### config.mk
export PLATFORM = sky130hd
export DESIGN_NAME = psc_power_supply_control_regs
export DESIGN_NICKNAME = d
export VERILOG_FILES = /design/src/verilog/psc_power_supply_control_regs.v /design/src/verilog/psc_settle_timer.v
export VERILOG_INCLUDE_DIRS = /design/src /design/src/verilog
export SDC_FILE = /design/constraint.sdc
export NUM_CORES = 1
export LEC_CHECK = 0
export ABC_AREA = 1
export BUFFER_PORTS_ARGS = -buffer_cell sky130_fd_sc_hd__buf_2
export CORE_MARGIN = 2
export CORE_UTILIZATION = 54
export DETAILED_ROUTE_END_ITERATION = 10
export PLACE_DENSITY = 0.86
export SYNTH_ARGS = -nofsm -noshare
export SYNTH_HDL_FRONTEND = slang
export SYNTH_SLANG_ARGS = --single-unit
### constraint.sdc
create_clock -name clk -period 1.9 [get_ports clk]
set_input_delay 0.57 -clock clk [delete_from_list [all_inputs] [get_ports clk]]
set_output_delay 0.57 -clock clk [all_outputs]
set_load 0.01 [all_outputs]
### src/verilog/psc_defines.vh
/*
 * psc_defines.vh: register offsets, field positions, reset values, key value
 * and timing figures of the power supply control register block.
 * Assumes it is included by bare name; holds definitions only.
 */
`ifndef PSC_DEFINES_VH
`define PSC_DEFINES_VH

// printed offsets are not all multiples of four: indices, byte address = 4 * index
`define PSC_IDX_LCD_REGULATOR_CONTROL     16'h50a3
`define PSC_IDX_LCD_POWER_BOOSTER_CONTROL 16'h50a4
`define PSC_IDX_LOGIC_REGULATOR_CONTROL   16'h5120
`define PSC_IDX_REGULATOR_LEVEL_SELECT    16'h5122
`define PSC_IDX_MISC_WRITE_KEY            16'h5124
`define PSC_IDX_SETTLE_STATUS             16'h5125

// field positions
`define PSC_BIT_LOGIC_REG_HEAVY_LOAD      5
`define PSC_BIT_FLASH_VOLTAGE_MODE        0
`define PSC_BIT_CORE_REG_LEVEL_SELECT     0
`define PSC_BIT_LCD_REG_HEAVY_LOAD        4
`define PSC_BIT_LCD_REG_SOURCE_SELECT     1
`define PSC_BIT_BOOSTER_ON                0
`define PSC_BIT_CORE_SETTLING             0
`define PSC_BIT_BOOSTED_SETTLING          1

// reset values
`define PSC_RST_REG8                      8'h00
`define PSC_RST_KEY                       8'h00

// key that opens the regulator level select register
`define PSC_KEY_UNLOCK                    8'h96

// settle times in microseconds, clock in MHz
`define PSC_CORE_SETTLE_US                5000
`define PSC_BOOST_SETTLE_US               1000
`define PSC_CLK_MHZ                       125

// axi response codes
`define PSC_RESP_OKAY                     2'b00
`define PSC_RESP_SLVERR                   2'b10

`endif

### src/verilog/psc_power_supply_control_regs.v
/*
 * psc_power_supply_control_regs.v: AXI4-Lite register block that controls the
 * core logic regulator, the LCD regulator and the LCD voltage booster.
 * Assumes a single clock, synchronous active-high reset, one AXI master.
 * Only byte lane 0 of write data is used; read data bits 31:8 are zero.
 * The settle flags are status only; software keeps its own timing rules.
 * Register index times four gives the byte address on the bus.
 */
// Behaviour
// - logic heavy-load bit 5, read/write, reset 0
// - mode bit 0 selects core voltage level
// - level select writable only with key 0x96
// - level select bit 0, read/write, reset 0
// - LCD heavy-load bit 4, read/write, reset 0
// - source select bit 1 picks boosted voltage
// - booster-on bit 0, reset 0
`timescale 1ns/1ps
`include "psc_defines.vh"

module psc_power_supply_control_regs #(
    // default settle counts assume a 125 MHz clock
    parameter integer CORE_SETTLE_CYCLES  = `PSC_CORE_SETTLE_US * `PSC_CLK_MHZ,
    parameter integer BOOST_SETTLE_CYCLES = `PSC_BOOST_SETTLE_US * `PSC_CLK_MHZ,
    parameter integer ADDR_WIDTH          = 18
) (
    input  wire                  clk,
    input  wire                  rst,
    // write address channel
    input  wire [ADDR_WIDTH-1:0] s_axi_awaddr,
    input  wire [2:0]            s_axi_awprot,
    input  wire                  s_axi_awvalid,
    output wire                  s_axi_awready,
    // write data channel
    input  wire [31:0]           s_axi_wdata,
    input  wire [3:0]            s_axi_wstrb,
    input  wire                  s_axi_wvalid,
    output wire                  s_axi_wready,
    // write response channel
    output reg  [1:0]            s_axi_bresp,
    output reg                   s_axi_bvalid,
    input  wire                  s_axi_bready,
    // read address channel
    input  wire [ADDR_WIDTH-1:0] s_axi_araddr,
    input  wire [2:0]            s_axi_arprot,
    input  wire                  s_axi_arvalid,
    output wire                  s_axi_arready,
    // read data channel
    output reg  [31:0]           s_axi_rdata,
    output reg  [1:0]            s_axi_rresp,
    output reg                   s_axi_rvalid,
    input  wire                  s_axi_rready,
    // regulator and booster controls
    output reg                   logicRegHeavyLoad,
    output reg                   flashVoltageMode,
    output reg                   coreRegLevelSelect,
    output reg                   lcdRegHeavyLoad,
    output reg                   lcdRegSourceSelect,
    output reg                   boosterOn,
    // settle status flags
    output wire                  coreSettling,
    output wire                  boostedSettling
);
    // register selects, one-hot
    localparam [5:0] SEL_NONE  = 6'h00;
    localparam [5:0] SEL_LCDRC = 6'h01;
    localparam [5:0] SEL_LCDPB = 6'h02;
    localparam [5:0] SEL_LOGRC = 6'h04;
    localparam [5:0] SEL_LVSEL = 6'h08;
    localparam [5:0] SEL_KEY   = 6'h10;
    localparam [5:0] SEL_STAT  = 6'h20;

    // byte address from register index
    function [ADDR_WIDTH-1:0] idxAddr;
        input [15:0] idx;
        begin
            // index bits above the bus width drop out
            idxAddr = {idx[ADDR_WIDTH-3:0], 2'b00};
        end
    endfunction

    // decode a byte address to a one-hot register select
    function [5:0] decode;
        input [ADDR_WIDTH-1:0] addr;
        begin
            if (addr == idxAddr(`PSC_IDX_LCD_REGULATOR_CONTROL)) begin
                decode = SEL_LCDRC;
            end else if (addr == idxAddr(`PSC_IDX_LCD_POWER_BOOSTER_CONTROL)) begin
                decode = SEL_LCDPB;
            end else if (addr == idxAddr(`PSC_IDX_LOGIC_REGULATOR_CONTROL)) begin
                decode = SEL_LOGRC;
            end else if (addr == idxAddr(`PSC_IDX_REGULATOR_LEVEL_SELECT)) begin
                decode = SEL_LVSEL;
            end else if (addr == idxAddr(`PSC_IDX_MISC_WRITE_KEY)) begin
                decode = SEL_KEY;
            end else if (addr == idxAddr(`PSC_IDX_SETTLE_STATUS)) begin
                decode = SEL_STAT;
            end else begin
                // unmapped offsets select nothing
                decode = SEL_NONE;
            end
        end
    endfunction

    // write channel holding registers
    reg                  awHeld_q;     // address captured
    reg [ADDR_WIDTH-1:0] awAddr_q;     // captured address
    reg                  wHeld_q;      // data captured
    reg [7:0]            wByte_q;      // captured low byte
    reg                  wLane_q;      // low byte lane strobe
    reg [7:0]            miscWriteKey_q; // protection key register

    // write strobes and key gate
    wire       doWrite = awHeld_q & wHeld_q & ~s_axi_bvalid;  // both halves present
    wire [5:0] wSel    = decode(awAddr_q);                      // write target
    wire       wEn     = doWrite & wLane_q;                     // byte lane enabled
    wire       keyOpen = (miscWriteKey_q == `PSC_KEY_UNLOCK);   // level select unlocked

    // accept address and data independently, one write at a time
    assign s_axi_awready = ~awHeld_q & ~s_axi_bvalid;
    assign s_axi_wready  = ~wHeld_q & ~s_axi_bvalid;
    assign s_axi_arready = ~s_axi_rvalid;

    // capture write address and data
    always @(posedge clk) begin
        if (rst) begin
            // nothing held after reset
            awHeld_q <= 1'b0;
            awAddr_q <= {ADDR_WIDTH{1'b0}};
            wHeld_q  <= 1'b0;
            wByte_q  <= 8'h00;
            wLane_q  <= 1'b0;
        end else begin
            // address half taken
            if (s_axi_awvalid & s_axi_awready) begin
                awHeld_q <= 1'b1;
                awAddr_q <= s_axi_awaddr;
            end else if (doWrite) begin
                awHeld_q <= 1'b0;
            end
            // data half taken
            if (s_axi_wvalid & s_axi_wready) begin
                wHeld_q <= 1'b1;
                wByte_q <= s_axi_wdata[7:0];
                wLane_q <= s_axi_wstrb[0];
            end else if (doWrite) begin
                wHeld_q <= 1'b0;
            end
        end
    end

    // write response, slverr for unmapped
    always @(posedge clk) begin
        if (rst) begin
            // no response pending
            s_axi_bvalid <= 1'b0;
            s_axi_bresp  <= `PSC_RESP_OKAY;
        end else if (doWrite) begin
            // answer once both halves meet
            s_axi_bvalid <= 1'b1;
            s_axi_bresp  <= (wSel == SEL_NONE) ? `PSC_RESP_SLVERR : `PSC_RESP_OKAY;
        end else if (s_axi_bready) begin
            // master took the response
            s_axi_bvalid <= 1'b0;
        end
    end

    // control registers, only documented bits hold state
    always @(posedge clk) begin
        if (rst) begin
            // every control bit and the key clear
            logicRegHeavyLoad  <= 1'b0;
            flashVoltageMode   <= 1'b0;
            coreRegLevelSelect <= 1'b0;
            lcdRegHeavyLoad    <= 1'b0;
            lcdRegSourceSelect <= 1'b0;
            boosterOn          <= 1'b0;
            miscWriteKey_q     <= `PSC_RST_KEY;
        end else if (wEn) begin
            // route by decoded target
            case (wSel)
                SEL_LOGRC: begin
                    logicRegHeavyLoad <= wByte_q[`PSC_BIT_LOGIC_REG_HEAVY_LOAD];
                    flashVoltageMode  <= wByte_q[`PSC_BIT_FLASH_VOLTAGE_MODE];
                end
                SEL_LVSEL: begin
                    if (keyOpen) begin
                        coreRegLevelSelect <= wByte_q[`PSC_BIT_CORE_REG_LEVEL_SELECT];
                    end
                end
                SEL_LCDRC: begin
                    lcdRegHeavyLoad <= wByte_q[`PSC_BIT_LCD_REG_HEAVY_LOAD];
                end
                SEL_LCDPB: begin
                    lcdRegSourceSelect <= wByte_q[`PSC_BIT_LCD_REG_SOURCE_SELECT];
                    boosterOn          <= wByte_q[`PSC_BIT_BOOSTER_ON];
                end
                SEL_KEY: begin
                    // key register keeps the whole byte
                    miscWriteKey_q <= wByte_q;
                end
                default: begin
                    // status and unmapped: writes dropped
                end
            endcase
        end
    end

    // settle timers restart when core level or mode bit changes, or booster turns on
    // mode bit or unlocked level bit changed
    wire coreChange  = wEn & (((wSel == SEL_LOGRC) &
                       (wByte_q[`PSC_BIT_FLASH_VOLTAGE_MODE] != flashVoltageMode)) |
                       ((wSel == SEL_LVSEL) & keyOpen &
                       (wByte_q[`PSC_BIT_CORE_REG_LEVEL_SELECT] != coreRegLevelSelect)));
    // booster start only on an off to on write
    wire boostStart  = wEn & (wSel == SEL_LCDPB) & ~boosterOn & wByte_q[`PSC_BIT_BOOSTER_ON];

    psc_settle_timer #(
        .CYCLES (CORE_SETTLE_CYCLES),
        .WIDTH  (20)
    ) uCoreTimer (
        .clk   (clk),
        .rst   (rst),
        .start (coreChange),
        .busy  (coreSettling)
    );

    psc_settle_timer #(
        .CYCLES (BOOST_SETTLE_CYCLES),
        .WIDTH  (20)
    ) uBoostTimer (
        .clk   (clk),
        .rst   (rst),
        .start (boostStart),
        .busy  (boostedSettling)
    );

    // read data mux
    reg [7:0] rByte;  // selected register byte
    always @* begin
        rByte = 8'h00;
        case (decode(s_axi_araddr))
            SEL_LOGRC: begin
                rByte[`PSC_BIT_LOGIC_REG_HEAVY_LOAD] = logicRegHeavyLoad;
                rByte[`PSC_BIT_FLASH_VOLTAGE_MODE]   = flashVoltageMode;
            end
            SEL_LVSEL: begin
                rByte[`PSC_BIT_CORE_REG_LEVEL_SELECT] = coreRegLevelSelect;
            end
            SEL_LCDRC: begin
                rByte[`PSC_BIT_LCD_REG_HEAVY_LOAD] = lcdRegHeavyLoad;
            end
            SEL_LCDPB: begin
                rByte[`PSC_BIT_LCD_REG_SOURCE_SELECT] = lcdRegSourceSelect;
                rByte[`PSC_BIT_BOOSTER_ON]            = boosterOn;
            end
            SEL_KEY: begin
                // key reads back whole
                rByte = miscWriteKey_q;
            end
            SEL_STAT: begin
                // settle flags, read only
                rByte[`PSC_BIT_CORE_SETTLING]  = coreSettling;
                rByte[`PSC_BIT_BOOSTED_SETTLING] = boostedSettling;
            end
            default: begin
                // unmapped reads zero
                rByte = 8'h00;
            end
        endcase
    end

    // read response, one cycle after address
    always @(posedge clk) begin
        if (rst) begin
            // no read data pending
            s_axi_rvalid <= 1'b0;
            s_axi_rdata  <= 32'h0000_0000;
            s_axi_rresp  <= `PSC_RESP_OKAY;
        end else if (s_axi_arvalid & s_axi_arready) begin
            // capture byte and response
            s_axi_rvalid <= 1'b1;
            s_axi_rdata  <= {24'h00_0000, rByte};
            s_axi_rresp  <= (decode(s_axi_araddr) == SEL_NONE) ? `PSC_RESP_SLVERR : `PSC_RESP_OKAY;
        end else if (s_axi_rready) begin
            // master took the data
            s_axi_rvalid <= 1'b0;
        end
    end
endmodule

### src/verilog/psc_settle_timer.v
/*
 * psc_settle_timer.v: counts a settle interval after each start pulse.
 * Assumes start comes from logic on the same clock; restarts on every start.
 */
`timescale 1ns/1ps

module psc_settle_timer #(
    parameter integer CYCLES = 1000,
    parameter integer WIDTH  = 20
) (
    input  wire clk,
    input  wire rst,
    input  wire start,
    output reg  busy
);
    reg [WIDTH-1:0] count_q;  // cycles still to run

    // reload on start, count down to zero otherwise
    always @(posedge clk) begin
        if (rst) begin
            count_q <= {WIDTH{1'b0}};
            busy    <= 1'b0;
        end else if (start) begin
            count_q <= CYCLES[WIDTH-1:0];
            busy    <= 1'b1;
        end else if (count_q != {WIDTH{1'b0}}) begin
            count_q <= count_q - {{(WIDTH-1){1'b0}}, 1'b1};
            busy    <= (count_q != {{(WIDTH-1){1'b0}}, 1'b1});
        end else begin
            busy    <= 1'b0;
        end
    end
endmodule
======== After elaboration in Yosys (flattened, before gate mapping) ========
Index checks and enable logic that the tools add are counted.
word-level totals
  latch bits .............................. 0
  input bits .............................. 85
  word-level logic and storage cells ...... 128
  register bits after elaboration ......... 99
  ROM bits ................................ 0
  bits in writable memories ............... 0
  memories kept ........................... 0
operators by class
  magnitude comparators ................... 0
  bitwise gates (word level) .............. 21
  div/mod/pow operators ................... 0
  eq/ne operators ......................... 28
  reduce and logical (&&, ||, !) cells .... 17
  multiply operators ...................... 0
  add/subtract/negate cells ............... 2
  muxes and demuxes ....................... 37
  shifts and indexed selects .............. 0
operators with widths
  kind                   count
  $eq 18x17->1 const B   12
  $mux 6                 14
  $mux 20                2
  $ne 20x1->1 const B    2
  $reduce_bool 20->1     2
  $sub 20x1->20 const B  2
  $mux 17                2
  $and 1x1->1            15
  $eq 6x1->1 const B     2
  $eq 6x2->1 const B     2
  $eq 6x3->1 const B     2
  $eq 6x4->1 const B     2
  $eq 6x5->1 const B     2
  $logic_not 6->1        2
  $reduce_bool 2->1      6
  $mux 1                 11
  $eq 8x8->1 const B     1
  $mux 2                 4
  $reduce_and 2->1       4
  $eq 6x6->1 const B     1
  $not 1->1              5
  $pmux 1 s5             1
  $pmux 1 s2             2
  $reduce_or 2->1        2
  other kinds (4)        5

======== Logic depth before layout (Yosys ltp) ========
Gate-level depths: netlist of the first run.
  depth in word-level cells ............... 13
  mapped depth ............................ 11

======== By module ========
A second synthesis of the first run with hierarchy kept.
unflattened totals
  cell total of the unflattened synthesis .. 765
  area, all modules ....................... 5,393.9 um^2
by module, submodules not included
  module                          cells each  area each (um^2)  times used
  psc_power_supply_control_regs   403         2,812.7           1
  psc_settle_timer (uBoostTimer)  184         1,316.3           1
  psc_settle_timer (uCoreTimer)   178         1,265.0           1

======== Worst setup path before layout of the first run ========
OpenSTA, ideal clock, no wires.
  kind .................................... register to register
  start ................................... register uBoostTimer.count_q[0]
  end ..................................... register uBoostTimer.count_q[1]
  setup slack ............................. 0.351 ns
  cell stages (with the launch flop) ...... 9
  period minus slack after synthesis ...... 1.549 ns
  path buffers ............................ 0
  data arrival time ....................... 1.479 ns
  cells stage by stage .................... dfxtp_1 > inv_1 > ha_1 > nand2_1 > nor2_1 > nand3_2 > inv_1 > or2_2 > a21oi_1
between the ends
  cells in the longest elaborated chain, start to end .. 1
  elaborated cells between the ends (all ways) .. 2
  classes of those cells .................. 1 x add/sub; 1 x reduce/logical
ends and longest elaborated chain
  what                                                 line                                          source
  start, declared                                      psc_settle_timer.v:16                         reg [WIDTH-1:0] count_q;
  start signal, assigned                               psc_settle_timer.v:21                         count_q <= {WIDTH{1'b0}};
  start signal, assigned                               psc_settle_timer.v:24                         count_q <= CYCLES[WIDTH-1:0];
  start signal, assigned                               psc_settle_timer.v:27                         count_q <= count_q - {{(WIDTH-1){1'b0}}, 1'b1};
  $sub 20x1->20 or $reduce_bool 20->1 (tied branches)  psc_settle_timer.v:27, psc_settle_timer.v:26
Several ways; a longest one is shown, not always the timed one.
A chain may end at the register's enable or synchronous reset.

======== Worst setup path in the final report of the first run ========
  start ................................... register uCoreTimer.count_q[0]
  end ..................................... register uCoreTimer.count_q[2]
between the ends
  cells in the longest elaborated chain, start to end .. 1
  elaborated cells between the ends (all ways) .. 2
  classes of those cells .................. 1 x add/sub; 1 x reduce/logical
ends and longest elaborated chain
  what                                                 line
  start, declared                                      psc_settle_timer.v:16
  start signal, assigned                               psc_settle_timer.v:21
  start signal, assigned                               psc_settle_timer.v:24
  start signal, assigned                               psc_settle_timer.v:27
  $sub 20x1->20 or $reduce_bool 20->1 (tied branches)  psc_settle_timer.v:27, psc_settle_timer.v:26
Several ways; a longest one is shown, not always the timed one.

==> flow_summary.ini, run 1 <==
[grt]
track_usage_pct = 22.2
grt_max_degree = 33
globalRouteOverflowTotal = 0
grt_first_pass_wirelength_um = 19000
antenna_found_initial = 0
grt_pass1_vias = 4478

[critical_path]
cp_max_fo = 18
critPathLaunchType = register
crit_required_ns = 2.16
crit_chain = inv_1 > ha_1 > nand2_1 > nor2_4 > nand2_4 > nor2_8 > inv_4 > nand2_1 > xor2_1 > nor2_1
cp_common_cell = nand2_1
cp_slowest_cell = dfxtp_1
path_buf_inv = 2
max_stage_delay_ns = 0.36
path_class = reg2reg
cp_data_arrival_time_ns = 1.97
endpoint_kind = register
cp_top_family = simple AND/OR/NAND/NOR gates

[placement]
io_buffers = 74
place_area_mm2 = 0.00577
gp_congestion = 0.951
dp_slack_ns = 0.0521
dp_hpwl_um = 8900

[final_layout]
regArea_mm2 = 0.00194
final_common_cell = nor2_1
final_area_mm2 = 0.00599
drive_gt1_share_pct = 17.3
multi_input_area_mm2 = 0.00288
mostFrequentLayoutCells = nor2_1 (153), nand2_1 (146), dfxtp_1 (96), buf_2 (74), inv_1 (73)
nFillCells = 907
finalNetCount = 957
diodes = 0
syn2layout_area_growth_pct = 12.8

[cts]
cts.sinks = 97
ctsRootBufferMaster = clkbuf_8
cts_tree = yes
clk-insertion-delay-late_ns = 0.37
h-tree-depth = 3
clkTransAtPathRegs_ns = 0.11
cts_inserted_buffers = 9
cts_buffer_depth = 2

[synthesis]
yosysSeqAreaShare_pct = 36.5
syn_inst = 785
synth_cell_type_count = 37
synth_area_leaders = dfxtp_1 (37%), nor2_1 (11%), nand2_1 (10%)
syn_avg_cell_area_um2 = 6.77
synth_top_cell_area_share_pct = 36.5
synth_warnings = 0
synth-main-ff-cell = dfxtp_1
synth_edf_count = 0
yosysTopAreaCell = dfxtp_1
synthesis.area_mm2 = 0.00532
ys_async_sr_fraction_pct = 0
yosys_register_bits = 97

[pwr]
powerDensity_mw_per_mm2 = 1300
vdd_drop_max_uv = 583
p_comb_share_pct = 46.7
total_power_mw = 7.82
p_clk_share_pct = 17.2
swShare_pct = 44.1
p_leak_nw = 2.82
p_int_mw = 4.37
switchingPower_mw = 3.45
p_seq_share_pct = 36.1

[floorplanning]
die_h_um = 103
die-area_mm2 = 0.0107
num_rows = 36
core_area_mm2 = 0.00968
io_pins = 134
initial_utilization_pct = 54.9
die-width_um = 103

[timing]
fin_crit_ns = 1.70
max-slew-margin-rel_pct = 64.4
rsz0062_at_grt = false
worstMarginPinSlew_ns = 0.533
max_freq_mhz = 587
fin_crit_sh_pct = 89.6
fin_setup_tns_ns = 0
drv_slew = 0
hold_viol_final = 0
final-setup-viol-count = 0
finalWorstSetupSlack_ns = 0.198
skew_ns = 0.0148

[drt]
drt_iter0_drc = 243
via_per_inst = 4.98
drtAntennaViolNets = 0
drc = 0
drt_pass1_iterations = 5
routed-via-count = 5007
wirelength_um = 11500
post_drt_wl_per_cell_um = 11.5

[flow_run]
cap_violations = 0

[run_status]
outcome = finished clean

[min_path]
hold_class = in2reg
-- Yosys cell counts, types with 2 or more instances --
cell        n
a21oi_1    57
and3_1      2
buf_2       2
buf_4      26
buf_6       3
clkbuf_1   13
dfxtp_1    97
ha_1        4
inv_1      74
inv_2       2
nand2_1   146
nand2_2     4
nand2_4     3
nand3_1    65
nand3_2     5
nand3_4     3
nand3b_1    3
nand4_1    15
nor2_1    153
nor2_2     10
nor2_4      5
nor3_1     17
o21a_1      3
o21ai_0    37
or2_2       5
xnor2_1     6
xor2_1     15
-- power groups by stage --
stage | sequential [mW] | combinational [mW] | clock (mW)
after floorplan | 2.77 | 2.91 | 0
after global placement | 2.85 | 3.48 | 0
after detailed placement | 2.86 | 3.58 | 0
after CTS | 2.82 | 3.60 | 1.38
after global routing | 2.88 | 4.17 | 1.45
final | 2.82 | 3.65 | 1.35
-- sequential cells by signal (all words and copies together), names as in the netlist, 8 cells and up --
name                 cells
uCoreTimer.count_q      20
s_axi_rdata              8
miscWriteKey_q           8
awAddr_q                18
wByte_q                  8
uBoostTimer.count_q     20
-- cell type report --
type,count,area share (%)
well taps,133,2.78
flip-flops and latches,97,32.4
repair buffers,91,8.31
clock buffers,9,2.07
inverters,78,4.99
multi-input cells,591,48.1
clock inverters,7,1.34
-- repair_timing --
action	4_1_cts	5_1_grt
setup endpoints to repair	0	1
hold endpoints to repair	0	0
resized for setup	0	2
buffers inserted	0	2
hold buffers	0	0
-- cells by family (layout without fill, tap and decap cells) --
logic type | after synthesis | in the layout | synth area share, %
compound gates | 100 | 100 | 9.72
xor+xnor | 21 | 21 | 3.46
fa+ha+maj | 4 | 4 | 0.942
buf+inv | 122 | 185 | 11.0
flops | 97 | 97 | 36.5
other cells | 1 | 26 | 0.0706
simple gates | 440 | 440 | 38.3
-- metal layers --
layer | part of all wire [%] | vias to the layer above | track usage, %
met5 | 0 | - | 0
met4 | 1.0 | 0 | 6.28
met3 | 4.7 | 13 | 5.31
met2 | 49 | 122 | 38.3
met1 | 45 | 2236 | 27.6
li1 | - | 2636 | -
-- per-stage QoR --
step                util [%]  std cells  hold slack, ns
finish                  61.9       1006           0.432
global placement        59.6        988           0.447
global route            61.9       1006           0.433
detailed placement      59.6        988           0.457
floorplan                  -        810           0.440
CTS                     61.7       1004           0.420
-- worst paths after layout --
check                         from               endpoint  slack [ns]  cells past startpoint
max          uCoreTimer.count_q[0]  uCoreTimer.count_q[2]        0.20                     10
min                 s_axi_wdata[7]             wByte_q[7]        0.43                      3
max reg2reg  uCoreTimer.count_q[0]  uCoreTimer.count_q[2]        0.20                     10
min reg2reg         s_axi_rdata[6]         s_axi_rdata[6]        0.47                      2
-- worst min-delay path: cells and delay by family --
kind	cells	cell delay (ns)
AND/OR/NAND/NOR	1	0.07
buffers and inverters	1	0.07
AO/OA/AOI/OAI	1	0.07
Power figures use the tool's default switching activity.
==> run 2: changes to the inputs <==
PLACE_DENSITY = 0.83   (was 0.86)
==> run 2 against run 1 <==
  * Via count is 0.96% lower
  * Die area did not move
  * Global-route usage rose by 0.17 points
  * Sequential cell count did not move
  * Critical path type unchanged
  * Hold slack lost 0.0043 ns
  * Largest cell class unchanged
  * Utilization grew 0.065 points
  * Power is 0.34% lower
  * Setup slack got worse by 0.024 ns
  * Critical endpoint is now uBoostTimer.count_q[11]
  * Sequential power hardly changed
  * Register-to-register slack worse by 0.02 ns
  * First-iteration DRC count up 8.2%
  * Clock skew grew 0.0036 ns
==> flow_summary.ini, run 2 (synthesis gave the netlist of run 1 again) <==
[pwr]
p_seq_share_pct = 36.1
p_leak_nw = 2.83
powerDensity_mw_per_mm2 = 1300
switchingPower_mw = 3.43
p_clk_share_pct = 17.6
vdd_drop_max_uv = 581
p_comb_share_pct = 46.4
swShare_pct = 44.0
p_int_mw = 4.36
total_power_mw = 7.79

[grt]
antenna_found_initial = 0
grt_pass1_vias = 4506
globalRouteOverflowTotal = 0
grt_first_pass_wirelength_um = 19400
grt_max_degree = 38
track_usage_pct = 22.3

[min_path]
hold_class = in2reg
hold_path_end = wByte_q[1]
hold_start = s_axi_wdata[1]
hold_path_depth = 3

[drt]
drt_iter0_drc = 263
drtAntennaViolNets = 0
via_per_inst = 4.93
drt_pass1_iterations = 5
post_drt_wl_per_cell_um = 11.3
routed-via-count = 4959
wirelength_um = 11300
drc = 0

[floorplanning]
die_h_um = 103
num_rows = 36
die-area_mm2 = 0.0107
core_area_mm2 = 0.00968
die-width_um = 103
initial_utilization_pct = 54.9
io_pins = 134

[timing]
rsz0062_at_grt = false
fin_crit_ns = 1.73
hold_viol_final = 0
skew_ns = 0.0184
drv_slew = 0
fin_setup_tns_ns = 0
final-setup-viol-count = 0
max_freq_mhz = 579
fin_crit_sh_pct = 90.9
finalWorstSetupSlack_ns = 0.174

[final_layout]
final_common_cell = nor2_1
syn2layout_area_growth_pct = 12.9
largestRegisters = uBoostTimer.count_q: 20 flops, uCoreTimer.count_q: 20 flops, awAddr_q: 18 flops
stdcell_count = 1005
diodes = 0
mostFrequentLayoutCells = nor2_1 (152), nand2_1 (146), dfxtp_1 (96), inv_1 (74), buf_2 (74)
finalNetCount = 956
drive_gt1_share_pct = 17.2
final_area_mm2 = 0.00600

[cts]
postCtsSetupRepairBufs = 0
h-tree-depth = 3
cts_inserted_buffers = 9
cts_buffer_depth = 2
clk-insertion-delay-late_ns = 0.38
postCtsHoldBufs = 0
cts_tree = yes
clkTransAtPathRegs_ns = 0.12
ctsRootBufferMaster = clkbuf_8
cts.sinks = 97

[critical_path]
rr_endpoint = uBoostTimer.count_q[11]
regToRegSetupSlack_ns = 0.17
rr_startpoint = uBoostTimer.count_q[0]
endpoint_kind = register
cp_max_fo = 11
crit_required_ns = 2.14
r2r_cells = 9
cp_data_arrival_time_ns = 1.97
critPathLaunchType = register
path_class = reg2reg

[placement]
io_buffers = 74
dp_hpwl_um = 8710
dp_slack_ns = 0.0411
gp_congestion = 0.909
place_area_mm2 = 0.00579
placed_cells = 989

[flow_run]
cap_violations = 0

[run_status]
outcome = finished clean
## run 2: worst max-delay path by stage
| stage | cells past startpoint | startpoint | end |
|---|---|---|---|
| 2_1_floorplan | 8 | uBoostTimer.count_q[0] | uBoostTimer.count_q[1] |
| 3_3_place_gp | 8 | s_axi_araddr[1] | s_axi_rdata[2] |
| 3_5_place_dp | 8 | s_axi_araddr[12] | s_axi_rdata[2] |
| 4_1_cts | 9 | uBoostTimer.count_q[0] | uBoostTimer.count_q[11] |
| 5_1_grt | 7 | wHeld_q | uCoreTimer.count_q[13] |
| 6_report | 9 | uBoostTimer.count_q[0] | uBoostTimer.count_q[11] |
## run 2: repair_timing
action                     CTS  global route
hold endpoints to repair     0             0
resized for setup            0             2
setup endpoints to repair    0             9
## run 2: power groups by stage
| stage | clock network (mW) | registers (mW) | logic, mW |
|---|---|---|---|
| 6_report | 1.37 | 2.81 | 3.61 |
| 5_1_grt | 1.49 | 2.87 | 4.16 |
| 4_1_cts | 1.40 | 2.81 | 3.60 |
| 3_5_place_dp | 0 | 2.85 | 3.57 |
| 3_3_place_gp | 0 | 2.84 | 3.52 |
| 2_1_floorplan | 0 | 2.77 | 2.91 |
## run 2: area by class of cell
type | count | area, µm²
Timing Repair Buffer | 90 | 503
Multi-Input combinational cell | 591 | 2890
Fill cell | 915 | 3680
Inverter | 78 | 295
Sequential cell | 97 | 1940
Clock buffer | 9 | 124
Tap cell | 133 | 166
Clock inverter | 7 | 82.6
## run 2: critical path, cell delays in order (launching register included)
cell	delay (ns)
dfxtp_2	0.36
inv_1	0.12
ha_1	0.18
nand2_1	0.11
nor2_1	0.15
nand3_2	0.15
buf_4	0.23
nand2_1	0.08
xor2_1	0.15
a21oi_1	0.08
## run 2: layer usage
layer  vias up  share of wire [%]  GRT usage [%]
met1      2202                 46           29.9
met3        14                4.9           4.50
met2       124                 48           37.0
li1       2619                  -              -
met4         0                1.3           5.87
met5         -                  0              0
## run 2: per-stage QoR
stage                     hold WS, ns  utilization [%]
after floorplan                 0.440                -
after global placement          0.447             59.8
after detailed placement        0.453             59.8
after CTS                       0.422             61.9
after global routing            0.430             62.0
final                           0.428             62.0
==> run 3: changes to the inputs <==
CTS_CLUSTER_SIZE = 25   (was unset)
SETUP_SLACK_MARGIN = 0.4   (was unset)
==> run 3 against run 2 <==
  * Final area rose by 16%
  * Hold slack improved by 0.0041 ns
  * Clock skew fell by 0.0070 ns
  * Global-route usage rose by 2.5 points
  * Via count rose by 14%
  * Register-to-register slack improved by 0.098 ns
  * First-iteration DRC count rose by 64%
==> flow_summary.ini, run 3 (synthesis gave the netlist of run 1 again) <==
[pwr]
powerDensity_mw_per_mm2 = 1340
vdd_drop_max_uv = 765
p_leak_nw = 3.15
total_power_mw = 9.29

[final_layout]
syn2layout_area_growth_pct = 30.7
diodes = 0
final_common_cell = nand2_1
stdcell_count = 1045
drive_gt1_share_pct = 35.6
finalNetCount = 997
mostFrequentLayoutCells = nand2_1 (126), nor2_1 (119), buf_2 (72), dfxtp_1 (66)
largestRegisters = uBoostTimer.count_q: 20 flops, uCoreTimer.count_q: 20 flops, awAddr_q: 18 flops

[drt]
post_drt_wl_per_cell_um = 14.5
via_per_inst = 5.40
routed-via-count = 5644
drt_pass1_iterations = 5
drtAntennaViolNets = 0
drt_iter0_drc = 432
wirelength_um = 15200
drc = 0

[floorplanning]
io_pins = 134
initial_utilization_pct = 54.9
die-area_mm2 = 0.0107
die-width_um = 103
core_area_mm2 = 0.00968
die_h_um = 103
num_rows = 36

[cts]
cts.sinks = 97
cts_inserted_buffers = 9
ctsRootBufferMaster = clkbuf_8
h-tree-depth = 3
clk-insertion-delay-late_ns = 0.38
cts_tree = yes
clkTransAtPathRegs_ns = 0.10
cts_buffer_depth = 2

[critical_path]
endpoint_kind = register
path_buf_inv = 3
path_class = reg2reg
crit_required_ns = 2.22
cp_common_cell = nand3_4
critPathLaunchType = register
cp_slowest_cell = dfxtp_2
cp_data_arrival_time_ns = 1.95
max_stage_delay_ns = 0.35
cp_top_family = simple AND/OR/NAND/NOR gates
cp_max_fo = 5
crit_chain = inv_2 > nor2_4 > nand3_4 > nor3_4 > nand3_4 > buf_6 > nand3_1 > nand2_1 > inv_1

[timing]
max-slew-margin-rel_pct = 63.0
hold_viol_final = 0
final-setup-viol-count = 0
finalWorstSetupSlack_ns = 0.272
fin_setup_tns_ns = 0
max_freq_mhz = 614
fin_crit_ns = 1.63
skew_ns = 0.0114
rsz0062_at_grt = true
fin_crit_sh_pct = 85.7
worstMarginPinSlew_ns = 0.554
drv_slew = 0

[placement]
dp_slack_ns = 0.0930
io_buffers = 74
dp_hpwl_um = 8580
gp_congestion = 0.932
placed_cells = 987

[grt]
track_usage_pct = 24.8
antenna_found_initial = 0
globalRouteOverflowTotal = 0
grt_first_pass_wirelength_um = 21200
grt_pass1_vias = 4878
grt_max_degree = 33

[run_status]
outcome = finished clean

[flow_run]
cap_violations = 0

[min_path]
hold_class = in2reg
## run 3: changes by cell type in the layout (fill, tap and decap cells not counted), moves of 11 or more
cell and delta:
a21oi_1 -15, a21oi_2 +15, buf_4 +30, dfxtp_1 -30
dfxtp_2 +25, inv_1 -18, inv_2 +16, nand2_1 -20
nand2_2 +18, nor2_1 -33, nor2_2 +11, nor2_4 +22
## run 3: metal layers
| layer | track usage, % | share of wire, % | up-vias |
|---|---|---|---|
| li1 | - | - | 2727 |
| met1 | 30.6 | 39 | 2605 |
| met2 | 43.7 | 51 | 251 |
| met3 | 4.97 | 5.9 | 61 |
| met4 | 8.10 | 3.9 | 0 |
| met5 | 0 | 0 | - |
## run 3: cell type report
cell class	count	area [µm²]
inverter	78	308
clock buffer	10	128
fill	712	2740
timing repair buffer	127	828
tap	133	166
multi-input combinational	595	3440
clock inverter	5	86.3
sequential	97	1990
## run 3: power breakdown
part | switching [mW] | leakage (nW) | internal (mW)
Sequential | 0.455 | 0.808 | 2.46
Clock | 0.760 | 0.107 | 0.747
Combinational | 2.98 | 2.24 | 1.88
## run 3: worst paths after layout
kind,from,to,slack [ns],cells after the start
min,s_axi_wdata[3],wByte_q[3],0.43,3
max reg2reg,awAddr_q[16],uCoreTimer.count_q[15],0.27,9
min reg2reg,awAddr_q[11],awAddr_q[11],0.47,2
max,awAddr_q[16],uCoreTimer.count_q[15],0.27,9
## run 3: tightest hold or removal path: cells and delay by family
kind | cells | cell delay, ns
buffers and inverters | 1 | 0.07
AOI/OAI and AO/OA | 1 | 0.07
and+or+nand+nor | 1 | 0.07
## run 3: through the flow
| step | hold WS, ns | instance area (µm²) | utilization (%) |
|---|---|---|---|
| floorplan | 0.440 | 5420 | - |
| global placement | 0.448 | 5770 | 59.6 |
| detailed placement | 0.455 | 5770 | 59.6 |
| CTS | 0.433 | 6350 | 65.6 |
| global route | 0.431 | 6950 | 71.7 |
| finish | 0.432 | 6950 | 71.7 |
## run 3: repair_timing
action,4_1_cts,5_1_grt
cloned,5,1
setup endpoints to repair,51,70
resized for setup,61,134
buffers inserted,19,18
hold buffers,0,0
pin swaps,18,39
